`src/rtl/hco_pkg.sv`:
```
/*
  Constants, register map and state encodings for the counter output control block.
  Assumes one 20 MHz clock and a host that reaches the registers over a plain word port.
*/
// Function
// - A compare point is active while its counter value is at least the point.
// - All four counters update the shared unit output pattern in crossing order.
// - Each compare point has an enable, clear after reset; disabled points change nothing.
// - An enabled point reached applies the set and clear masks of the counting direction.
// - Each preset or counter reset applies dedicated set and clear masks to the pattern.
// - When preset set and clear masks both select an output, it is cleared.
// - Drive is automatic after reset; a control bit of one selects manual drive.
// - In manual drive each physical output follows its host bit, bits zero and one.
// - On fault, outputs keep updating, freeze, or take a predefined pattern, by setting.
// - A counter is cleared by its software bit, an assigned input, or the index.
// - The software clear bit overrides other sources and acts at the next refresh.
// - Input and index clears act only while the software clear enable bit is one.
// - An input is a clear source only with function code 5, 6 or 11 to 14.
// - An input with function code 15 or 16 enables or disables clearing.
// - The index as clear source is enabled per counter by a configuration bit.
// - Each output has normal, delay, pulse or combined shaping, 1 to 9999 ms.
// - Normal shaping turns on at once; delay shaping turns on after the delay.
// - Pulse shaping turns on at once, holds for the duration, then turns off.
// - The output status word shows the shaped physical output state.
// - A pattern bit going off cancels timing and turns the output off at once.
// - A manually switched output turns on at once, without any shaping.
// - After a pulse the bit still counts as on; no new pulse until cleared.
// - In compare masks a zero leaves an output alone, a one sets or clears it.
// - A compare point with set and clear on one output in one direction clears it.
package hco_pkg;
  localparam int NCNT = 4;
  localparam int NCV = 8;
  localparam int CV_PER_CNT = 2;
  localparam int NOUT = 2;
  localparam int TMR_W = 14;
  localparam int CLK_HZ = 20_000_000;
  localparam int SHAPE_UNIT_MS = 1;
  localparam int MS_CYCLES = CLK_HZ / 1000 * SHAPE_UNIT_MS;

  localparam logic [7:0] A_CTRL = 8'h00;
  localparam logic [7:0] A_MAN = 8'h01;
  localparam logic [7:0] A_PREDEF = 8'h02;
  localparam logic [7:0] A_RSTCFG = 8'h03;
  localparam logic [7:0] A_DIFUNC = 8'h04;
  localparam logic [7:0] A_SHAPE = 8'h05;
  localparam logic [7:0] A_DLY0 = 8'h06;
  localparam logic [7:0] A_DUR0 = 8'h07;
  localparam logic [7:0] A_DLY1 = 8'h08;
  localparam logic [7:0] A_DUR1 = 8'h09;
  localparam logic [7:0] A_PRESET = 8'h0A;
  localparam logic [7:0] A_PRERST = 8'h0B;
  localparam logic [7:0] A_CVEN = 8'h0C;
  localparam logic [7:0] A_PATTERN = 8'h0D;
  localparam logic [7:0] A_OUTSTAT = 8'h0E;
  localparam logic [7:0] A_CVACT = 8'h0F;
  localparam logic [1:0] CV_REGION = 2'h1;
  localparam logic [2:0] F_VAL = 3'h0;
  localparam logic [2:0] F_SUP = 3'h1;
  localparam logic [2:0] F_RUP = 3'h2;
  localparam logic [2:0] F_SDN = 3'h3;
  localparam logic [2:0] F_RDN = 3'h4;

  localparam int CTRL_MAN_BIT = 0;
  localparam int CTRL_POL_LSB = 4;
  localparam int SWRST_LSB = 0;
  localparam int SWEN_LSB = 8;
  localparam int IDXEN_LSB = 16;
  localparam int DIF_STRIDE = 8;
  localparam int DIF_W = 5;

  localparam logic [4:0] FC_RST_A = 5'h05;
  localparam logic [4:0] FC_RST_B = 5'h06;
  localparam logic [4:0] FC_RST_LO = 5'h0B;
  localparam logic [4:0] FC_RST_HI = 5'h0E;
  localparam logic [4:0] FC_EN = 5'h0F;
  localparam logic [4:0] FC_DIS = 5'h10;

  localparam logic [1:0] POL_RUN = 2'h0;
  localparam logic [1:0] POL_FREEZE = 2'h1;
  localparam logic [1:0] POL_PREDEF = 2'h2;

  localparam logic [1:0] MODE_NORM = 2'h0;
  localparam logic [1:0] MODE_DELAY = 2'h1;
  localparam logic [1:0] MODE_PULSE = 2'h2;
  localparam logic [1:0] MODE_BOTH = 2'h3;

  typedef enum logic [4:0] {
    SH_OFF = 5'h01,
    SH_WAIT = 5'h02,
    SH_ON = 5'h04,
    SH_PULSE = 5'h08,
    SH_SPENT = 5'h10
  } hco_shape_t;
endpackage

```
`src/rtl/hco_output_ctrl.sv`:
```
/*
  Output control of a four-counter counting unit: compare points, unit output pattern,
  fault policy, counter clear sources and output pulse shaping for two physical outputs.
  Assumes counter values, presets, refresh and fault levels come from logic on clk;
  digital inputs and index signals are asynchronous pins.
*/
module hco_output_ctrl #(
  parameter int TICK_CYCLES = hco_pkg::MS_CYCLES
) (
  // Clock, reset, enable.
  input wire logic clk,
  input wire logic rst_n,
  input wire logic ce,
  // Register port.
  input wire logic [7:0] reg_addr,
  input wire logic [31:0] reg_wdata,
  input wire logic reg_wr,
  input wire logic reg_rd,
  output logic [31:0] reg_rdata,
  // Counting core.
  input wire logic [hco_pkg::NCNT-1:0][31:0] counter_value,
  input wire logic [hco_pkg::NCNT-1:0] preset_evt,
  output logic [hco_pkg::NCNT-1:0] counter_clear,
  // Host refresh and fault conditions.
  input wire logic io_refresh,
  input wire logic host_prog_mode,
  input wire logic host_bus_err,
  input wire logic count_fault,
  // Field pins.
  input wire logic [hco_pkg::NCNT-1:0] digital_in,
  input wire logic [hco_pkg::NCNT-1:0] index_in,
  output logic physical_output_zero,
  output logic physical_output_one
);
  localparam int NCV = hco_pkg::NCV;
  localparam int NCNT = hco_pkg::NCNT;
  localparam int NOUT = hco_pkg::NOUT;
  localparam int TW = hco_pkg::TMR_W;

  logic [31:0] cv_val [NCV];
  logic [31:0] cv_sup [NCV];
  logic [31:0] cv_rup [NCV];
  logic [31:0] cv_sdn [NCV];
  logic [31:0] cv_rdn [NCV];
  logic [NCV-1:0] cv_en;
  logic [NCV-1:0] cv_act;
  logic [NCV-1:0] cv_ge;
  logic [NCV-1:0] cv_rise;
  logic [NCV-1:0] cv_fall;
  logic primed;
  logic manual;
  logic [1:0] policy;
  logic [NOUT-1:0] man_bits;
  logic [31:0] predef;
  logic [NCNT-1:0] sw_rst;
  logic [NCNT-1:0] sw_en;
  logic [NCNT-1:0] idx_en;
  logic [31:0] difunc;
  logic [2*NOUT-1:0] shape;
  logic [TW-1:0] dly [NOUT];
  logic [TW-1:0] dur [NOUT];
  logic [31:0] pre_set;
  logic [31:0] pre_rst;
  logic [31:0] pattern;
  logic [31:0] next_pattern;
  logic [31:0] applied;
  logic [31:0] applied_prev;
  logic [NOUT-1:0] phys;
  logic [31:0] rd_val;
  logic cv_wr;
  logic [2:0] cv_idx;
  logic fault;
  logic [31:0] tick_cnt;
  logic tick;
  logic [NCNT-1:0] di_s1, di_s2, di_s3;
  logic [NCNT-1:0] ix_s1, ix_s2, ix_s3;
  logic [NCNT-1:0] next_clear;
  hco_pkg::hco_shape_t sh_st [NOUT];
  hco_pkg::hco_shape_t next_st [NOUT];
  logic [TW-1:0] tmr [NOUT];

  assign cv_wr = reg_wr && reg_addr[7:6] == hco_pkg::CV_REGION;
  assign cv_idx = reg_addr[5:3];
  assign fault = host_prog_mode || host_bus_err || count_fault;
  assign physical_output_zero = phys[0];
  assign physical_output_one = phys[1];

  // Compare point table; plain storage, so it carries no reset.
  always_ff @(posedge clk) begin
    if (ce && cv_wr) begin
      case (reg_addr[2:0])
        hco_pkg::F_VAL: cv_val[cv_idx] <= reg_wdata;
        hco_pkg::F_SUP: cv_sup[cv_idx] <= reg_wdata;
        hco_pkg::F_RUP: cv_rup[cv_idx] <= reg_wdata;
        hco_pkg::F_SDN: cv_sdn[cv_idx] <= reg_wdata;
        hco_pkg::F_RDN: cv_rdn[cv_idx] <= reg_wdata;
        default: ;
      endcase
    end
  end

  // Configuration registers.
  always_ff @(posedge clk) begin
    if (!rst_n) begin
      manual <= 1'b0;
      policy <= hco_pkg::POL_RUN;
      man_bits <= '0;
      predef <= 32'h0000_0000;
      sw_en <= '0;
      idx_en <= '0;
      difunc <= 32'h0000_0000;
      shape <= '0;
      pre_set <= 32'h0000_0000;
      pre_rst <= 32'h0000_0000;
      cv_en <= '0;
      for (int k = 0; k < NOUT; k++) begin
        dly[k] <= '0;
        dur[k] <= '0;
      end
    end else if (ce && reg_wr) begin
      unique case (reg_addr)
        hco_pkg::A_CTRL: begin
          manual <= reg_wdata[hco_pkg::CTRL_MAN_BIT];
          policy <= reg_wdata[hco_pkg::CTRL_POL_LSB +: 2];
        end
        hco_pkg::A_MAN: man_bits <= reg_wdata[NOUT-1:0];
        hco_pkg::A_PREDEF: predef <= reg_wdata;
        hco_pkg::A_RSTCFG: begin
          sw_en <= reg_wdata[hco_pkg::SWEN_LSB +: NCNT];
          idx_en <= reg_wdata[hco_pkg::IDXEN_LSB +: NCNT];
        end
        hco_pkg::A_DIFUNC: difunc <= reg_wdata;
        hco_pkg::A_SHAPE: shape <= reg_wdata[2*NOUT-1:0];
        hco_pkg::A_DLY0: dly[0] <= reg_wdata[TW-1:0];
        hco_pkg::A_DUR0: dur[0] <= reg_wdata[TW-1:0];
        hco_pkg::A_DLY1: dly[1] <= reg_wdata[TW-1:0];
        hco_pkg::A_DUR1: dur[1] <= reg_wdata[TW-1:0];
        hco_pkg::A_PRESET: pre_set <= reg_wdata;
        hco_pkg::A_PRERST: pre_rst <= reg_wdata;
        hco_pkg::A_CVEN: cv_en <= reg_wdata[NCV-1:0];
        default: ;
      endcase
    end
  end

  // A host write in the refresh cycle wins over the self-clear, so no request is lost.
  always_ff @(posedge clk) begin
    if (!rst_n) begin
      sw_rst <= '0;
    end else if (ce) begin
      if (reg_wr && reg_addr == hco_pkg::A_RSTCFG) begin
        sw_rst <= reg_wdata[hco_pkg::SWRST_LSB +: NCNT];
      end else if (io_refresh) begin
        sw_rst <= '0;
      end
    end
  end

  // Compare flags. The first enabled cycle after reset only loads them, so a counter
  // already above a point does not fake a crossing.
  always_comb begin
    for (int i = 0; i < NCV; i++) begin
      cv_ge[i] = $signed(counter_value[i / hco_pkg::CV_PER_CNT]) >= $signed(cv_val[i]);
    end
  end
  assign cv_rise = primed ? (cv_ge & ~cv_act) : '0;
  assign cv_fall = primed ? (~cv_ge & cv_act) : '0;

  always_ff @(posedge clk) begin
    if (!rst_n) begin
      cv_act <= '0;
      primed <= 1'b0;
    end else if (ce) begin
      cv_act <= cv_ge;
      primed <= 1'b1;
    end
  end

  // Crossings in one cycle are applied in point order, then preset and clear events.
  always_comb begin
    next_pattern = pattern;
    for (int i = 0; i < NCV; i++) begin
      if (cv_en[i] && cv_rise[i]) begin
        next_pattern = (next_pattern | cv_sup[i]) & ~cv_rup[i];
      end else if (cv_en[i] && cv_fall[i]) begin
        next_pattern = (next_pattern | cv_sdn[i]) & ~cv_rdn[i];
      end
    end
    if (|preset_evt || |counter_clear) begin
      next_pattern = (next_pattern | pre_set) & ~pre_rst;
    end
  end

  always_ff @(posedge clk) begin
    if (!rst_n) begin
      pattern <= 32'h0000_0000;
    end else if (ce) begin
      pattern <= next_pattern;
    end
  end

  // Fault policy: the pattern keeps evolving underneath, only what reaches the pins changes.
  always_ff @(posedge clk) begin
    if (!rst_n) begin
      applied <= 32'h0000_0000;
      applied_prev <= 32'h0000_0000;
    end else if (ce) begin
      applied_prev <= applied;
      if (!fault || policy == hco_pkg::POL_RUN) begin
        applied <= next_pattern;
      end else if (policy == hco_pkg::POL_PREDEF) begin
        applied <= predef;
      end else if (policy != hco_pkg::POL_FREEZE) begin
        applied <= next_pattern;
      end
    end
  end

  // Pin synchronisers; only the second stage and later are looked at.
  always_ff @(posedge clk) begin
    if (!rst_n) begin
      di_s1 <= '0;
      di_s2 <= '0;
      di_s3 <= '0;
      ix_s1 <= '0;
      ix_s2 <= '0;
      ix_s3 <= '0;
    end else if (ce) begin
      di_s1 <= digital_in;
      di_s2 <= di_s1;
      di_s3 <= di_s2;
      ix_s1 <= index_in;
      ix_s2 <= ix_s1;
      ix_s3 <= ix_s2;
    end
  end

  always_comb begin
    for (int c = 0; c < NCNT; c++) begin
      logic [4:0] fc;
      logic di_src;
      logic di_gate;
      logic hw_req;
      fc = difunc[c*hco_pkg::DIF_STRIDE +: hco_pkg::DIF_W];
      di_src = fc == hco_pkg::FC_RST_A || fc == hco_pkg::FC_RST_B ||
               (fc >= hco_pkg::FC_RST_LO && fc <= hco_pkg::FC_RST_HI);
      di_gate = fc == hco_pkg::FC_EN ? di_s2[c] :
                fc == hco_pkg::FC_DIS ? !di_s2[c] : 1'b1;
      hw_req = (di_src && di_s2[c] && !di_s3[c]) ||
               (idx_en[c] && ix_s2[c] && !ix_s3[c]);
      next_clear[c] = (io_refresh && sw_rst[c]) || (sw_en[c] && di_gate && hw_req);
    end
  end

  always_ff @(posedge clk) begin
    if (!rst_n) begin
      counter_clear <= '0;
    end else if (ce) begin
      counter_clear <= next_clear;
    end
  end

  // Shared millisecond tick; timers count one extra tick so no delay comes out short.
  always_ff @(posedge clk) begin
    if (!rst_n) begin
      tick_cnt <= 32'h0000_0000;
      tick <= 1'b0;
    end else if (ce) begin
      tick <= tick_cnt == 32'(TICK_CYCLES - 1);
      tick_cnt <= tick_cnt == 32'(TICK_CYCLES - 1) ? 32'h0000_0000 : tick_cnt + 32'h0000_0001;
    end
  end

  always_comb begin
    for (int k = 0; k < NOUT; k++) begin
      logic [1:0] md;
      md = shape[2*k +: 2];
      next_st[k] = sh_st[k];
      if (!applied[k]) begin
        next_st[k] = hco_pkg::SH_OFF;
      end else begin
        unique case (sh_st[k])
          hco_pkg::SH_OFF: begin
            if (!applied_prev[k]) begin
              unique case (md)
                hco_pkg::MODE_NORM: next_st[k] = hco_pkg::SH_ON;
                hco_pkg::MODE_PULSE: next_st[k] = hco_pkg::SH_PULSE;
                default: next_st[k] = hco_pkg::SH_WAIT;
              endcase
            end
          end
          hco_pkg::SH_WAIT: begin
            if (tick && tmr[k] == '0) begin
              next_st[k] = md == hco_pkg::MODE_BOTH ? hco_pkg::SH_PULSE : hco_pkg::SH_ON;
            end
          end
          hco_pkg::SH_PULSE: begin
            if (tick && tmr[k] == '0) begin
              next_st[k] = hco_pkg::SH_SPENT;
            end
          end
          hco_pkg::SH_ON: next_st[k] = hco_pkg::SH_ON;
          hco_pkg::SH_SPENT: next_st[k] = hco_pkg::SH_SPENT;
          default: next_st[k] = hco_pkg::SH_OFF;
        endcase
      end
    end
  end

  always_ff @(posedge clk) begin
    if (!rst_n) begin
      for (int k = 0; k < NOUT; k++) begin
        sh_st[k] <= hco_pkg::SH_OFF;
        tmr[k] <= '0;
      end
    end else if (ce) begin
      for (int k = 0; k < NOUT; k++) begin
        sh_st[k] <= next_st[k];
        if (next_st[k] == hco_pkg::SH_WAIT && sh_st[k] != hco_pkg::SH_WAIT) begin
          tmr[k] <= dly[k];
        end else if (next_st[k] == hco_pkg::SH_PULSE && sh_st[k] != hco_pkg::SH_PULSE) begin
          tmr[k] <= dur[k];
        end else if (tick && tmr[k] != '0) begin
          tmr[k] <= tmr[k] - 1'b1;
        end
      end
    end
  end

  always_ff @(posedge clk) begin
    if (!rst_n) begin
      phys <= '0;
    end else if (ce) begin
      for (int k = 0; k < NOUT; k++) begin
        if (manual) begin
          phys[k] <= man_bits[k];
        end else begin
          phys[k] <= next_st[k] == hco_pkg::SH_ON || next_st[k] == hco_pkg::SH_PULSE;
        end
      end
    end
  end

  always_comb begin
    rd_val = 32'h0000_0000;
    if (reg_addr[7:6] == hco_pkg::CV_REGION) begin
      case (reg_addr[2:0])
        hco_pkg::F_VAL: rd_val = cv_val[cv_idx];
        hco_pkg::F_SUP: rd_val = cv_sup[cv_idx];
        hco_pkg::F_RUP: rd_val = cv_rup[cv_idx];
        hco_pkg::F_SDN: rd_val = cv_sdn[cv_idx];
        hco_pkg::F_RDN: rd_val = cv_rdn[cv_idx];
        default: rd_val = 32'h0000_0000;
      endcase
    end else begin
      case (reg_addr)
        hco_pkg::A_CTRL: rd_val = {26'h000_0000, policy, 3'h0, manual};
        hco_pkg::A_MAN: rd_val = {30'h0000_0000, man_bits};
        hco_pkg::A_PREDEF: rd_val = predef;
        hco_pkg::A_RSTCFG: rd_val = {12'h000, idx_en, 4'h0, sw_en, 4'h0, sw_rst};
        hco_pkg::A_DIFUNC: rd_val = difunc;
        hco_pkg::A_SHAPE: rd_val = {28'h000_0000, shape};
        hco_pkg::A_DLY0: rd_val = {18'h0_0000, dly[0]};
        hco_pkg::A_DUR0: rd_val = {18'h0_0000, dur[0]};
        hco_pkg::A_DLY1: rd_val = {18'h0_0000, dly[1]};
        hco_pkg::A_DUR1: rd_val = {18'h0_0000, dur[1]};
        hco_pkg::A_PRESET: rd_val = pre_set;
        hco_pkg::A_PRERST: rd_val = pre_rst;
        hco_pkg::A_CVEN: rd_val = {24'h00_0000, cv_en};
        hco_pkg::A_PATTERN: rd_val = pattern;
        hco_pkg::A_OUTSTAT: rd_val = {30'h0000_0000, phys};
        hco_pkg::A_CVACT: rd_val = {24'h00_0000, cv_act};
        default: rd_val = 32'h0000_0000;
      endcase
    end
  end

  always_ff @(posedge clk) begin
    if (!rst_n) begin
      reg_rdata <= 32'h0000_0000;
    end else if (ce) begin
      reg_rdata <= reg_rd ? rd_val : 32'h0000_0000;
    end
  end
endmodule

```
`config.mk`:
```
export PLATFORM = sky130hd
export DESIGN_NAME = hco_output_ctrl
export DESIGN_NICKNAME = d
export VERILOG_FILES = /design/src/rtl/hco_pkg.sv /design/src/rtl/hco_output_ctrl.sv
export SDC_FILE = /design/constraint.sdc
export NUM_CORES = 2
export LEC_CHECK = 0
export BUFFER_PORTS_ARGS = -buffer_cell sky130_fd_sc_hd__buf_2
export CAP_MARGIN = 20
export CORE_ASPECT_RATIO = 1.75
export CORE_MARGIN = 10
export CORE_UTILIZATION = 53
export CTS_BUF_LIST = sky130_fd_sc_hd__clkbuf_16
export CTS_CLUSTER_DIAMETER = 80
export DETAILED_ROUTE_END_ITERATION = 10
export PLACE_DENSITY = 0.71
export SYNTH_ARGS = -nofsm -noshare
export SYNTH_HDL_FRONTEND = slang
export SYNTH_SLANG_ARGS = --single-unit
```
`constraint.sdc`:
```
create_clock -name clk -period 4.1 [get_ports clk]
set_input_delay 0.82 -clock clk [delete_from_list [all_inputs] [get_ports clk]]
set_output_delay 0.82 -clock clk [all_outputs]
set_load 0.1 [all_outputs]
```
==> run metrics <==
pre-CTS setup slack -0.792 ns; fraction of layout cells with a size suffix above 1 16.6%; Final Critical Period 4.04 ns; Post-Route WL 390 mm; Async S/R FF share, synth 0%; Clock Latency Late Sink 0.84 ns; vias in the first global route a little under 70,000; Max Slew Vio Count 0; largest net degree at the start of global routing between 150 and 200; Post-Syn Instances 6,915; worst r2r src cv_val[3][18]; CP required 4.81 ns; Leak roughly 33 nW; routability cong. around 1.1; CP peak stage delay approximately 0.54 ns; final instance area around 0.095 mm²; die area 0.169 mm²; core area 0.151 mm²; min-delay src digital_in[1]; Synth cell types 94; CP most frequent cell a31oi_1; Avg Inst Size Synth 11.7 µm²; Post-DP Area around 0.090 mm²; register area share after synthesis 58.5%; antenna violations before repair 37; worst hold path type input pin to register; syn nets 7,363; maximum clock rate 0.248 GHz; startpoint types register; most common cell after layout, fill and taps aside edfxtp_1; flops & latches, synth approximately 1,700; # DRC 1; period utilisation layout 98.5%; endpoints failing hold 0; slew margin rel. a little under a tenth; status complete, but fails checks; post-DP HPWL 267 mm; CTS sink cnt ~1,700; starting density of the core 53.3%; clock slew at reported path FFs 0.07 ns; Max Cap Viol 0; Netlist Area Pre-Place between 0.08 and 0.09 mm²; row cnt 189; Setup Skew 0.0368 ns; dpl cells 9,324; Top-Level Pins 227; crit path cell chain inv_1, ha_1, and3_1, nand3_1, or4_4, nor3_2, a211oi_2, mux2_4, buf_4, buf_12, and3b_1, a31oi_1, o22ai_1, o21ai_1, a31oi_1, o21a_1; TritonCTS buffer count 155; critical path class register to register; die width 315 µm; Peak VDD IR 0.491 mV; pwr dens 376 mW/mm²; Synth Warn # 0; total global routing overflow 0; CTS tree done; slowest CP cell or4_4; Worst EP arrival between 4 and 5 ns; drt pass-1 iters 11; Setup violations, final 0; Sum Neg Setup Slack 0 ns; vias per cell 7.32; GR Util All Layers 44.9%; Routed Antenna Nets 0; failing checks design-rule violations; via count 70,600; Pwr Total 35.7 mW; final worst slack 0.0610 ns; initial drt markers 10,400; Clock H-tree levels 4; fin util 62.7%; PortBufs around 230; Slew @ Worst Pin approximately 1.4 ns; crit-path max FO 21; layout overhead on the synthesized area 17.6%; Hold Worst Slack between 0.2 and 0.3 ns; Die H between 500 and 600 µm; commonest cells after routing, fill and taps aside edfxtp_1, nand2_1, a22oi_1; CP Capture Type register; clock buffer depth 3; routed len/inst 40.4 µm; Layout Cells excl Fill just under 10,000; CP startpoint cv_val[3][18]; first-pass GRT wire length approximately 530 mm; EDFF count, synth 1,374; commonest register cell after synthesis edfxtp_1; # nets final 7,939; Root Driver clkbuf_16
[cells in the mapped netlist, types with 49 or more instances]
| cell | count | area share (%) |
|---|---|---|
| clkbuf_1 | 366 | 1.7 |
| a21boi_0 | 161 | 1.5 |
| nand4_1 | 98 | 0.76 |
| o21ai_0 | 215 | 1.3 |
| nor3_1 | 90 | 0.56 |
| a22oi_1 | 512 | 4.8 |
| nand3b_1 | 210 | 2.0 |
| ha_1 | 259 | 4.0 |
| mux2i_1 | 118 | 1.5 |
| nor4_1 | 49 | 0.38 |
| a21oi_1 | 242 | 1.5 |
| a31oi_1 | 184 | 1.4 |
| edfxtp_1 | 1374 | 51 |
| o22ai_1 | 65 | 0.50 |
| nand3_1 | 147 | 0.91 |
| nand4b_1 | 62 | 0.67 |
| a221o_1 | 49 | 0.61 |
| a21o_1 | 60 | 0.56 |
| a22o_1 | 124 | 1.3 |
| o211ai_1 | 54 | 0.50 |
| nor2b_1 | 104 | 0.81 |
| nor2_1 | 243 | 1.1 |
| dfxtp_1 | 297 | 7.4 |
| inv_1 | 339 | 1.6 |
| nand2_1 | 617 | 2.9 |
| a221oi_1 | 167 | 1.8 |
[sequential cells by signal, indices dropped and copies added, names as in the netlist, 32 cells and up]
signal and count:
cv_val 256, cv_sdn 256, pre_set 32, difunc 32
predef 32, cv_sup 256, pattern 32, reg_rdata 32
tick_cnt 32, cv_rup 256, pre_rst 32, cv_rdn 256
[kinds of logic (layout without fill, tap and decap cells)]
group	Yosys count	in the layout	share of synthesized area (%)
AO/OA/AOI/OAI	2182	2182	19.5
adder cells (fa/ha/maj)	259	259	4.02
XOR/XNOR	56	56	0.617
buffers and inverters	791	1500	3.80
multiplexers	145	145	1.85
other	0	19	0
flip-flops	1671	1671	58.5
AND/OR/NAND/NOR	1811	1811	11.8
[final timing paths]
check	end	slack [ns]	cells after the start
min	di_s1[1]	0.27	3
min reg2reg	reg_rdata[1]	0.45	1
max	pattern[8]	0.06	16
max reg2reg	pattern[8]	0.06	16
[routing by layer]
layer / global-route usage [%] / up-vias / wire [µm]
met3: 11.3 / 1839 / 47200
met1: 50.1 / 34600 / 124000
met2: 70.6 / 5915 / 177000
met5: 0 / - / 117
met4: 39.8 / 18 / 42500
li1: - / 28300 / -
[cell type report]
class / instances / area (µm²)
Tap cell: 2005 / 2510
Antenna cell: 19 / 47.5
Sequential cell: 1671 / 47200
Multi-Input combinational cell: 4453 / 31100
Fill cell: 12000 / 56500
Clock buffer: 157 / 3930
Timing Repair Buffer: 870 / 7770
Clock inverter: 133 / 1020
Inverter: 340 / 1280
[worst max-delay path, delay by kind of cell (launching register included)]
family | cells | cell delay [ns]
fa+ha+maj | 1 | 0.29
mux | 1 | 0.35
flops | 1 | 0.39
compound gates | 6 | 1.08
buf+inv | 3 | 0.46
simple gates | 5 | 1.33
[repair_timing]
action	4_1_cts	5_1_grt
hold endpoints to repair	0	0
buffers inserted	1	6
pin swaps	1	12
setup endpoints to repair	31	32
hold buffers	0	0
resized for setup	7	23
cloned	0	1
[power breakdown]
| group | leakage, nW | internal [mW] | switching, mW |
|---|---|---|---|
| Combinational | 15.6 | 0.826 | 1.81 |
| Clock | 2.54 | 7.72 | 6.80 |
| Sequential | 14.8 | 18.4 | 0.110 |
Note: power is estimated with default switching activity, not from simulation.
